## config.mk

```make
export PLATFORM = sky130hd
export DESIGN_NAME = vfr_top
export DESIGN_NICKNAME = d
export VERILOG_FILES = /design/src/shared/vfr_pkg.sv /design/src/hdl/vfr_top.sv
export SDC_FILE = /design/constraint.sdc
export NUM_CORES = 1
export LEC_CHECK = 0
export ABC_AREA = 1
export BUFFER_PORTS_ARGS = -buffer_cell sky130_fd_sc_hd__buf_2
export CAP_MARGIN = 40
export CORE_ASPECT_RATIO = 1.5
export CORE_MARGIN = 2
export CORE_UTILIZATION = 48
export CTS_CLUSTER_SIZE = 20
export DETAILED_ROUTE_END_ITERATION = 16
export MAX_ROUTING_LAYER = met4
export PLACE_DENSITY = 0.74
export SETUP_SLACK_MARGIN = 0.4
export SYNTH_ARGS = -nofsm -noshare
export SYNTH_HDL_FRONTEND = slang
export SYNTH_SLANG_ARGS = --single-unit
export TNS_END_PERCENT = 50
```

## constraint.sdc

```tcl
create_clock -name clk_i -period 4.6 [get_ports clk_i]
set_input_delay 0.69 -clock clk_i [delete_from_list [all_inputs] [get_ports clk_i]]
set_output_delay 0.69 -clock clk_i [all_outputs]
set_load 0.05 [all_outputs]
```

## src/shared/vfr_pkg.sv

```systemverilog
/*
  Shared constants for the input-voltage fault response block: command codes,
  register reset values, field positions, encodings and retry timing.
  Assumes a 250 MHz core clock and a command decoder that hands over whole
  PMBus commands, one per strobe.
*/
package vfr_pkg;

  // ------------------------------------------------------------------
  // Command codes and paging
  // ------------------------------------------------------------------
  localparam logic [7:0] VFR_CMD_OV_FAULT_LIMIT = 8'h55; // Fault threshold
  localparam logic [7:0] VFR_CMD_OV_ACTION = 8'h56;      // Fault action byte
  localparam logic [7:0] VFR_CMD_OV_WARN = 8'h57;        // Overvoltage warning
  localparam logic [7:0] VFR_CMD_UV_WARN = 8'h58;        // Undervoltage warning
  localparam logic [7:0] VFR_PAGE_ONLY = 8'h00;          // Single channel page

  // ------------------------------------------------------------------
  // Reset values
  // ------------------------------------------------------------------
  localparam logic [15:0] VFR_RST_OV_FAULT_LIMIT = 16'h0640;
  localparam logic [7:0] VFR_RST_OV_ACTION = 8'h84;
  localparam logic [15:0] VFR_RST_OV_WARN = 16'h0708;
  localparam logic [15:0] VFR_RST_UV_WARN = 16'h0000;

  // ------------------------------------------------------------------
  // Fault action byte fields and codes
  // ------------------------------------------------------------------
  localparam int VFR_ACT_MSB = 7;
  localparam int VFR_ACT_LSB = 6;
  localparam int VFR_RETRY_MSB = 5;
  localparam int VFR_RETRY_LSB = 3;
  localparam int VFR_DELAY_MSB = 2;
  localparam int VFR_DELAY_LSB = 0;
  localparam logic [1:0] VFR_ACT_CONTINUE = 2'h0;
  localparam logic [1:0] VFR_ACT_DISABLE = 2'h2;
  localparam logic [2:0] VFR_RETRY_NONE = 3'h0;
  localparam logic [2:0] VFR_RETRY_FOREVER = 3'h7;

  // Hysteresis: fault clears one sixteenth below the threshold
  localparam int VFR_HYST_SHIFT = 4;

  // Status bit positions
  localparam int VFR_ST_OV_FAULT = 0;
  localparam int VFR_ST_OV_WARN = 1;
  localparam int VFR_ST_UV_WARN = 2;

  // ------------------------------------------------------------------
  // Retry timing
  // ------------------------------------------------------------------
  localparam int VFR_CLK_MHZ = 250;
  localparam int VFR_RETRY_STEP_MS = 25;   // Per delay code count
  localparam int VFR_RETRY_MAX_MS = 175;   // Delay code 7
  localparam int VFR_RETRY_STEP_CYCLES = VFR_RETRY_STEP_MS * VFR_CLK_MHZ * 1000;
  localparam logic [2:0] VFR_RETRY_MAX_STEPS = 3'(VFR_RETRY_MAX_MS / VFR_RETRY_STEP_MS);

  // ------------------------------------------------------------------
  // Output control states, one-hot
  // ------------------------------------------------------------------
  typedef enum logic [3:0] {
    VFR_OFF = 4'b0001,      // Commanded off or not yet started
    VFR_RUN = 4'b0010,      // Output enabled
    VFR_LATCHED = 4'b0100,  // Disabled by fault, no retry
    VFR_RETRY = 4'b1000     // Disabled by fault, waiting to restart
  } vfr_state_t;

endpackage

```

## src/hdl/vfr_top.sv

```systemverilog
/*
  Input-voltage fault response block: holds the overvoltage fault action, the
  fault threshold and both warning thresholds, watches the measured input
  voltage, drives the output enable and the active-low alert line.
  Assumes the command decoder and the voltage measurement share clk_i; the
  control pin and bias-good pin are asynchronous and are synchronised here.
*/
`timescale 1ns/1ps
module vfr_top #(
  parameter int RETRY_STEP_CYCLES = vfr_pkg::VFR_RETRY_STEP_CYCLES
) (
  // Clock and reset
  input wire logic clk_i,
  input wire logic rst_n_i,
  // Command port from the PMBus decoder
  input wire logic cmd_valid_i,
  input wire logic cmd_write_i,
  input wire logic [7:0] cmd_page_i,
  input wire logic [7:0] cmd_code_i,
  input wire logic [15:0] cmd_wdata_i,
  input wire logic clear_status_i,
  output logic rsp_valid_o,
  output logic rsp_error_o,
  output logic [15:0] rsp_rdata_o,
  // Measurement and on/off sources
  input wire logic [15:0] vin_i,
  input wire logic operation_on_i,
  input wire logic other_fault_i,
  input wire logic ctrl_pin_i,
  input wire logic bias_good_i,
  // Power stage and alert
  output logic output_enable_o,
  output logic alert_line_n_o,
  output logic [2:0] status_o
);
  import vfr_pkg::*;

  // ------------------------------------------------------------------
  // Elaboration checks
  // ------------------------------------------------------------------
  if (RETRY_STEP_CYCLES < 1) begin : g_bad_step
    $error("RETRY_STEP_CYCLES must be at least one");
  end

  // ------------------------------------------------------------------
  // State
  // ------------------------------------------------------------------
  typedef struct packed {
    logic [1:0] ctrl_sync;    // Control pin synchroniser
    logic [1:0] bias_sync;    // Bias-good synchroniser
    logic [15:0] fault_lim;   // Overvoltage fault threshold
    logic [7:0] action;       // Fault action byte
    logic [15:0] ov_warn;     // Overvoltage warning threshold
    logic [15:0] uv_warn;     // Undervoltage warning threshold
    logic ov_active;          // Fault present, held by hysteresis
    logic [2:0] status;       // Sticky status bits
    vfr_state_t state;        // Output control state
    logic [31:0] tick;        // Cycles within one retry step
    logic [2:0] steps;        // Retry steps elapsed
    logic out_en;             // Output enable flop
    logic alert_n;            // Alert flop
    logic rsp_valid;          // Response strobe
    logic rsp_error;          // Response error
    logic [15:0] rsp_data;    // Read data
  } vfr_regs_t;

  localparam vfr_regs_t VFR_RESET = '{
    ctrl_sync: 2'h0, bias_sync: 2'h0,
    fault_lim: VFR_RST_OV_FAULT_LIMIT,
    action: VFR_RST_OV_ACTION,
    ov_warn: VFR_RST_OV_WARN,
    uv_warn: VFR_RST_UV_WARN,
    ov_active: 1'b0, status: 3'h0, state: VFR_OFF,
    tick: 32'h0, steps: 3'h0, out_en: 1'b0, alert_n: 1'b1,
    rsp_valid: 1'b0, rsp_error: 1'b0, rsp_data: 16'h0
  };

  vfr_regs_t s_reg;   // Registered state
  vfr_regs_t s_next;  // Next state

  // Decoded fields of the action byte
  logic [1:0] fault_action_select;
  logic [2:0] retry_sel;
  logic [2:0] delay_sel;
  // Signed views for comparison
  logic signed [16:0] vin_s;
  logic signed [16:0] lim_s;
  logic signed [16:0] clear_s;
  logic ov_over;
  logic ov_below_clear;
  logic ov_event;
  logic run_ok;
  logic step_done;
  logic page_ok;

  assign fault_action_select = s_reg.action[VFR_ACT_MSB:VFR_ACT_LSB];
  assign retry_sel = s_reg.action[VFR_RETRY_MSB:VFR_RETRY_LSB];
  assign delay_sel = s_reg.action[VFR_DELAY_MSB:VFR_DELAY_LSB];

  // ------------------------------------------------------------------
  // Comparators
  // ------------------------------------------------------------------
  // All thresholds are two's complement, so compare signed
  assign vin_s = 17'($signed(vin_i));
  assign lim_s = 17'($signed(s_reg.fault_lim));
  // Clear level is the threshold less a sixteenth of it
  assign clear_s = lim_s - (lim_s >>> VFR_HYST_SHIFT);
  assign ov_over = vin_s > lim_s;
  assign ov_below_clear = vin_s < clear_s;
  assign ov_event = ov_over && !s_reg.ov_active;
  // Commanded on through both the pin and the operation command, with bias
  assign run_ok = s_reg.ctrl_sync[1] && s_reg.bias_sync[1] && operation_on_i && !other_fault_i;
  assign step_done = s_reg.tick == 32'(RETRY_STEP_CYCLES - 1);
  // Only page zero addresses the single channel
  assign page_ok = cmd_page_i == VFR_PAGE_ONLY;

  // ------------------------------------------------------------------
  // Next-state logic
  // ------------------------------------------------------------------
  always_comb begin
    s_next = s_reg;
    // Pins pass two flops before use
    s_next.ctrl_sync = {s_reg.ctrl_sync[0], ctrl_pin_i};
    s_next.bias_sync = {s_reg.bias_sync[0], bias_good_i};
    s_next.rsp_valid = 1'b0;

    // Command handling: one response per strobe, a cycle later
    if (cmd_valid_i) begin
      s_next.rsp_valid = 1'b1;
      s_next.rsp_error = 1'b0;
      s_next.rsp_data = 16'h0;
      if (!page_ok) begin
        // Wrong page: refused, nothing stored
        s_next.rsp_error = 1'b1;
      end else begin
        case (cmd_code_i)
          VFR_CMD_OV_FAULT_LIMIT: begin
            s_next.rsp_data = s_reg.fault_lim;
            if (cmd_write_i) begin
              s_next.fault_lim = cmd_wdata_i;
            end
          end
          VFR_CMD_OV_ACTION: begin
            // Byte register, upper bits read zero
            s_next.rsp_data = {8'h0, s_reg.action};
            if (cmd_write_i) begin
              s_next.action = cmd_wdata_i[7:0];
            end
          end
          VFR_CMD_OV_WARN: begin
            s_next.rsp_data = s_reg.ov_warn;
            if (cmd_write_i) begin
              s_next.ov_warn = cmd_wdata_i;
            end
          end
          VFR_CMD_UV_WARN: begin
            s_next.rsp_data = s_reg.uv_warn;
            if (cmd_write_i) begin
              s_next.uv_warn = cmd_wdata_i;
            end
          end
          default: begin
            // Unknown code answers with an error
            s_next.rsp_error = 1'b1;
          end
        endcase
      end
    end

    // Fault presence with hysteresis
    if (ov_event) begin
      s_next.ov_active = 1'b1;
    end else if (s_reg.ov_active && ov_below_clear) begin
      s_next.ov_active = 1'b0;
    end

    // Sticky status: clear first so that a same-cycle set wins
    if (clear_status_i) begin
      s_next.status = 3'h0;
    end
    if (ov_event) begin
      s_next.status[VFR_ST_OV_FAULT] = 1'b1;
    end
    if (vin_s > 17'($signed(s_reg.ov_warn))) begin
      s_next.status[VFR_ST_OV_WARN] = 1'b1;
    end
    // A zero undervoltage threshold never trips
    if (s_reg.uv_warn != 16'h0 && vin_s < 17'($signed(s_reg.uv_warn))) begin
      s_next.status[VFR_ST_UV_WARN] = 1'b1;
    end

    // Output control
    case (s_reg.state)
      VFR_OFF: begin
        // A fault still present blocks start only when it would disable.
        // A fault arriving this very cycle blocks too: once active it raises no
        // further event, so a started output would never be disabled.
        if (run_ok && !((s_reg.ov_active || ov_event) && fault_action_select == VFR_ACT_DISABLE)) begin
          s_next.state = VFR_RUN;
        end
      end
      VFR_RUN: begin
        if (!run_ok) begin
          s_next.state = VFR_OFF;
        end else if (ov_event && fault_action_select == VFR_ACT_DISABLE) begin
          // Disable, then follow the retry field
          s_next.tick = 32'h0;
          s_next.steps = 3'h0;
          if (retry_sel == VFR_RETRY_FOREVER) begin
            s_next.state = VFR_RETRY;
          end else begin
            // Unsupported codes behave as no retry
            s_next.state = VFR_LATCHED;
          end
        end
        // Continue and unsupported actions leave the output on
      end
      VFR_LATCHED: begin
        // Held off until the channel is commanded off to restart
        if (!run_ok) begin
          s_next.state = VFR_OFF;
        end
      end
      VFR_RETRY: begin
        if (!run_ok) begin
          // Off command, lost bias or another fault ends retrying
          s_next.state = VFR_OFF;
        end else if (s_reg.steps >= delay_sel) begin
          // Delay spent: restart once the fault has cleared
          // A fresh fault in the same cycle must not restart the output
          if (!s_reg.ov_active && !ov_event) begin
            s_next.state = VFR_RUN;
          end
        end else if (step_done) begin
          s_next.tick = 32'h0;
          s_next.steps = s_reg.steps + 3'h1;
        end else begin
          s_next.tick = s_reg.tick + 32'h1;
        end
      end
      default: begin
        s_next.state = VFR_OFF;
      end
    endcase

    // Output flops follow the next state
    s_next.out_en = s_next.state == VFR_RUN;
    // Alert stays low while any status bit stands
    s_next.alert_n = ~|s_next.status;
  end

  // ------------------------------------------------------------------
  // State register
  // ------------------------------------------------------------------
  always_ff @(posedge clk_i or negedge rst_n_i) begin
    if (!rst_n_i) begin
      s_reg <= VFR_RESET;
    end else begin
      s_reg <= s_next;
    end
  end

  // ------------------------------------------------------------------
  // Outputs straight from flops
  // ------------------------------------------------------------------
  assign rsp_valid_o = s_reg.rsp_valid;
  assign rsp_error_o = s_reg.rsp_error;
  assign rsp_rdata_o = s_reg.rsp_data;
  assign output_enable_o = s_reg.out_en;
  assign alert_line_n_o = s_reg.alert_n;
  assign status_o = s_reg.status;

endmodule

```

# [Word level (Yosys, flattened, before mapping)]
# Index checks and enable logic that the tools add are counted.
[word_totals] word_cells=95 ff_bits=123 output_inout_bits=23 in_bits=57
[op_classes] addsub=3 reduce_logical=28 eq_ne=17 muxes=26 magnitude_cmp=5
[ops] cell="$mux W35" n=3
[ops] cell="$pmux W35 S2" n=1
[ops] cell="$pmux W16 S4" n=1
[ops] cell="$mux W39" n=1
[ops] cell="$add A32 B1 Y32 const B" n=1
[ops] cell="$eq A32 B23 Y1 const B" n=1
[ops] cell="$eq A8 B7 Y1 const B" n=4
[ops] cell="$gt A16 B16 Y1" n=2
[ops] cell="$mux W32" n=1
[ops] cell="$mux W4" n=7
[ops] cell="$mux W18" n=1
[ops] cell="$lt A16 B17 Y1" n=1
[ops] cell="$sub A16 B12 Y17" n=1
[ops] cell="$lt A16 B16 Y1" n=1
[ops] cell="$mux W16" n=1
[ops] cell="$pmux W4 S4" n=1
[ops] cell="$reduce_and A4 Y1" n=4
[ops] cell="$reduce_bool A16 Y1" n=1
[ops] cell="$logic_and A1 B1 Y1" n=10
[ops] cell="$ne A2 B2 Y1 const B" n=5
[ops] cell="$eq A4 B2 Y1 const B" n=2
[ops] cell="$logic_not A8 Y1" n=1
[ops] cell="$mux W1" n=7
[ops] cell="$mux W3" n=2
[ops] cell="other kinds (14)" n=19

# [Longest topological paths before layout]
[logic_depth] word_depth=9 mapped_depth=22 ltp_nobuf=22

# [Worst setup path before layout]
# No wires, ideal clock.
[synth_path] path_type="reg-to-reg" from="reg s_reg (netlist bit lim_s[0])" to="reg s_reg[62] (netlist bit)" n_path_buf=0 arrival_ps=2935 setup_ps=83 synth_period_minus_slack_ps=3018 setup_slack_ps=1582 t_required_ps=4517 stages_incl_launch_ff=21 path_cell_list="dfrtp_1 -> inv_1 -> ha_1 -> inv_1 -> fa_1 -> nand3_1 -> nand2_1 -> a21oi_1 -> o21ai_1 -> a31oi_1 -> o21ai_1 -> xnor2_1 -> ha_1 -> nand2_1 -> inv_1 -> o21ai_0 -> nand2_1 -> a21oi_1 -> nand3_1 -> xor2_1 -> o21ai_0"
[synth_between] elab_chain_cells=4 word_cells_on_any_way=7 classes_between="add/sub (1); order compare (2); mux (1); reduce/logical (3)"
[synth_rtl] element="start: declaration" line="vfr_top.sv:78" text="vfr_regs_t s_reg;"
[synth_rtl] element="start signal: assignment" line="vfr_top.sv:259" text="s_reg <= s_next;"
[synth_rtl] element="$sub A16 B12 Y17" line="vfr_top.sv:107" text="assign clear_s = lim_s - (lim_s >>> VFR_HYST_SHIFT);"
[synth_rtl] element="$lt A16 B17 Y1" line="vfr_top.sv:109" text="assign ov_below_clear = vin_s < clear_s;"
[synth_rtl] element="$logic_and A1 B1 Y1" line="vfr_top.sv:173" text="end else if (s_reg.ov_active && ov_below_clear) begin"
[synth_rtl] element="$reduce_bool A2 Y1 (no source line)"
# Several ways; a longest one is shown, not always the timed one.
# A chain may end at the register's enable or synchronous reset.

# [Worst setup path after layout]
[layout_path] from="reg s_reg (netlist bit lim_s[6])" to="reg s_reg[62] (netlist bit)"
# Same word-level chain as after synthesis.

==> results.md <==
* Critical Path RT at slightly below 5 ns
* Achievable frequency at ~300 MHz
* Post-place setup slack at 1.22 ns
* Final worst setup slack at ~1.2 ns
* Crit. End Element: register
* Cell Area, Synth at between 8000 and 9000 sq um
* Cts repair resizes at 0
* Hold Vio Cnt, Final at 0
* Crit path from: lim_s[6]$_DFFE_PN1P_
* Peak VDD IR at between 0.15 and 0.2 mV
* Period utilisation layout at approximately 73%
* Switching Power at about 0.71 mW
* Most common cell in the synthesized netlist: nand2_1
* Final GP Congestion at approximately 0.95
* Leakage at between 4 and 5 nW
* Worst-path fanout max at 5
* Slew headroom at 38.6%
* Skew-Pair Late Insertion Delay at between 0.4 and 0.5 ns
* Share of layout cells above drive strength 1 at ~14%
* Ys async rst share at 100%
* Placement Cell Area at approximately 9200 sq um
* Worst Tran Pin Value at between 0.9 and 1 ns
* First-pass GRT wire length at 38.3 mm
* Post-synth EDFFs at 0
* Syn Area/Cell at 7.70 sq um
* Syn Inst Count at about 1100
* Register-to-Register Setup Slack at roughly 1.2 ns
* Worst R2R End: s_reg[62]$_DFFE_PN0P_
* Met3 Routed Length at ~860 um
* Post-CTS setup buffers at 0
* DRT Pass-1 Iters at 7
* Largest register FFs at 74
* Leading post-synthesis cells by cell area: dfrtp_1 (32%), ha_1 (12%), nand2_1 (11%), inv_1 (6.6%), o21ai_0 (5.2%)
* Met2 WL post-DR at 12.5 mm
* RR Startpoint: lim_s[6]$_DFFE_PN1P_
* Io pins at 80
* Synth cell count leaders: nand2_1 (260), inv_1 (153), dfrtp_1 (112)
* H-tree levels at 4
* Yosys top cell area share at approximately 32%
* Clock-pin slew on the worst setup and hold paths at 0.06 ns
* Die ar. at between 15000 and 20000 sq um
* Initial DRC count at 416
* Unrepaired setup endpoints after global routing: no
* Combinational power share at 8.7%
* HP Class: in2async
* TNS Setup at 0 ns
* Root Buffer Master: clkbuf_16
* Hold buffer count at cts at 0
* Critical setup path kind: reg2reg
* Multi-input gate area at approximately 4700 sq um
* CTS Sinks at about 120
* Worst setup endpoint: s_reg[62]$_DFFE_PN0P_
* Design area at about 9800 sq um
* CTS tree: yes
* Worst hold slack at approximately 0.09 ns
* Initial Util at about half
* Post-Route Skew at between 0.01 and 0.015 ns
* Outcome: complete, no violations
* GR Util All Layers at a little over a quarter
* Diode count at 0
* Cts bufs inserted at 17
* Pin count of the biggest net entering global routing at 66
* CP arrival at ~3.7 ns
* Seq pwr share at between 40% and 50%
* Layout fillers at 1712
* Post-synthesis cell type count at 52
* Overflow after GRT at 0
* Area Overhead vs Synth at 12.6%
* Avg WL per Cell at roughly 17 um
* # setup viols final at 0
* Power share of the clock group at between 50% and 60%
* DRC Markers at 0
* Yosys top cell by area: dfrtp_1
* Drt via density at between 5 and 6
* Vias in the first global route at 7456
* Ys flop type: dfrtp_1
* Routed via count at ~7700
* DP HPWL at around 19 mm
* Min cycle time layout at between 3 and 4 ns
* Register area share after synthesis at between 30% and 40%
* Syn. warnings at 0
* Max layer used: met4
* Final net count at approximately 1300
* Post-DRT Antenna Nets at 0
* Yosys reg bits at 123
* Power density cells at between 200 and 300 nW/um^2
* Buffers from clock root to sink, at most at 2
* Die extent in y at 169 um
* Worst Setup Start Kind: register
* Routed met1 length at between 9 and 10 mm
* Pint at just over 2 mW
* Max-cap viol count at 0
* Core area at ~18000 sq um
* Switching power share of the total at about a quarter
* Post-synth net total at 1270
* FP Rows at 60
* Initial antenna violation count at 0
* Final WL at 24.2 mm
* Worst Reg-to-Reg Cells at 21
* PortBufs at 79
* Reg area at between 3000 and 4000 sq um
* Final Slew Violations at 0
* Die width at between 100 and 150 um
[kinds of logic after synthesis]
logic type / count (synthesis) / share of synthesized area (%)
simple gates: 470 / 24.0
compound gates: 210 / 14.2
buf+inv: 203 / 10.2
flops: 123 / 35.6
fa+ha+maj: 84 / 12.2
xor+xnor: 39 / 3.93
[worst max-delay path, cell delays in order (launching register included)]
cell       delay, ns
dfstp_2         0.54
inv_1           0.07
ha_1            0.35
a21oi_1         0.20
nand2_1         0.12
a21oi_1         0.24
o21ai_1         0.13
a21boi_1        0.23
o21ai_1         0.13
nand2_1         0.07
nand2_1         0.05
nand2_1         0.05
nand2_1         0.05
ha_1            0.26
nand2_1         0.05
inv_1           0.06
nand3_1         0.07
inv_1           0.10
o2111ai_1       0.12
nand3_1         0.12
xor2_1          0.15
o21ai_0         0.09
[power by group through the flow]
stage	sequential (mW)	clock, mW	combinational [mW]
floorplan	1.13	0	0.130
global placement	1.13	0	0.232
detailed placement	1.13	0	0.239
CTS	1.11	1.42	0.241
global route	1.11	1.47	0.269
finish	1.11	1.40	0.238
[layout make-up]
cell class                      count  share of cell area [%]
Timing Repair Buffer               88                    5.16
Sequential cell                   123                    31.6
Clock inverter                     14                    1.87
Tap cell                          217                    2.77
Inverter                          157                    6.07
Clock buffer                       18                    4.38
Multi-Input combinational cell    803                    48.2
[layout by cell type, fill, tap and decap left out, types with 14 or more instances in the layout]
cell type / synthesis / final
nand2_1: 260 / 260
inv_1: 153 / 153
dfrtp_1: 112 / 112
o21ai_0: 91 / 91
ha_1: 83 / 83
nor2_1: 80 / 80
buf_2: 7 / 78
a21oi_1: 50 / 50
nor3_1: 38 / 38
nand3_1: 32 / 32
xor2_1: 30 / 30
o21ai_2: 21 / 21
nand4_1: 20 / 20
clkbuf_16: 0 / 17
o21ai_1: 14 / 14
nor4_1: 14 / 14
[metrics by stage]
stage	total power, mW	utilization [%]	cells
after floorplan	1.26	-	1129
after global placement	1.36	51.1	1386
after detailed placement	1.37	51.4	1388
after CTS	2.76	54.8	1420
after global routing	2.84	54.8	1420
final	2.75	54.8	1420
[metal layers]
layer  vias up  track usage (%)
li1       3864                -
met5         -                -
met1      3545             28.9
met4         0             14.8
met3        65             3.80
met2       203             46.7
[how the worst min path moves through the flow]
stage / endpoint / startpoint / cells past startpoint / slack, ns
2_1_floorplan: s_reg[120]$_DFF_PN0_ / s_next[120]$_DFF_PN0_ / 0 / 0.33
3_3_place_gp: s_reg[120]$_DFF_PN0_ / s_next[120]$_DFF_PN0_ / 0 / 0.34
3_5_place_dp: s_reg[122]$_DFF_PN0_ / s_next[122]$_DFF_PN0_ / 0 / 0.35
4_1_cts: rsp_rdata_o[12]$_DFFE_PN0P_ / rst_n_i / 1 / 0.08
5_1_grt: s_reg[90]$_DFFE_PN0P_ / rst_n_i / 1 / 0.09
6_report: rsp_rdata_o[12]$_DFFE_PN0P_ / rst_n_i / 1 / 0.09
No activity file was read; power rests on OpenSTA's default activity.
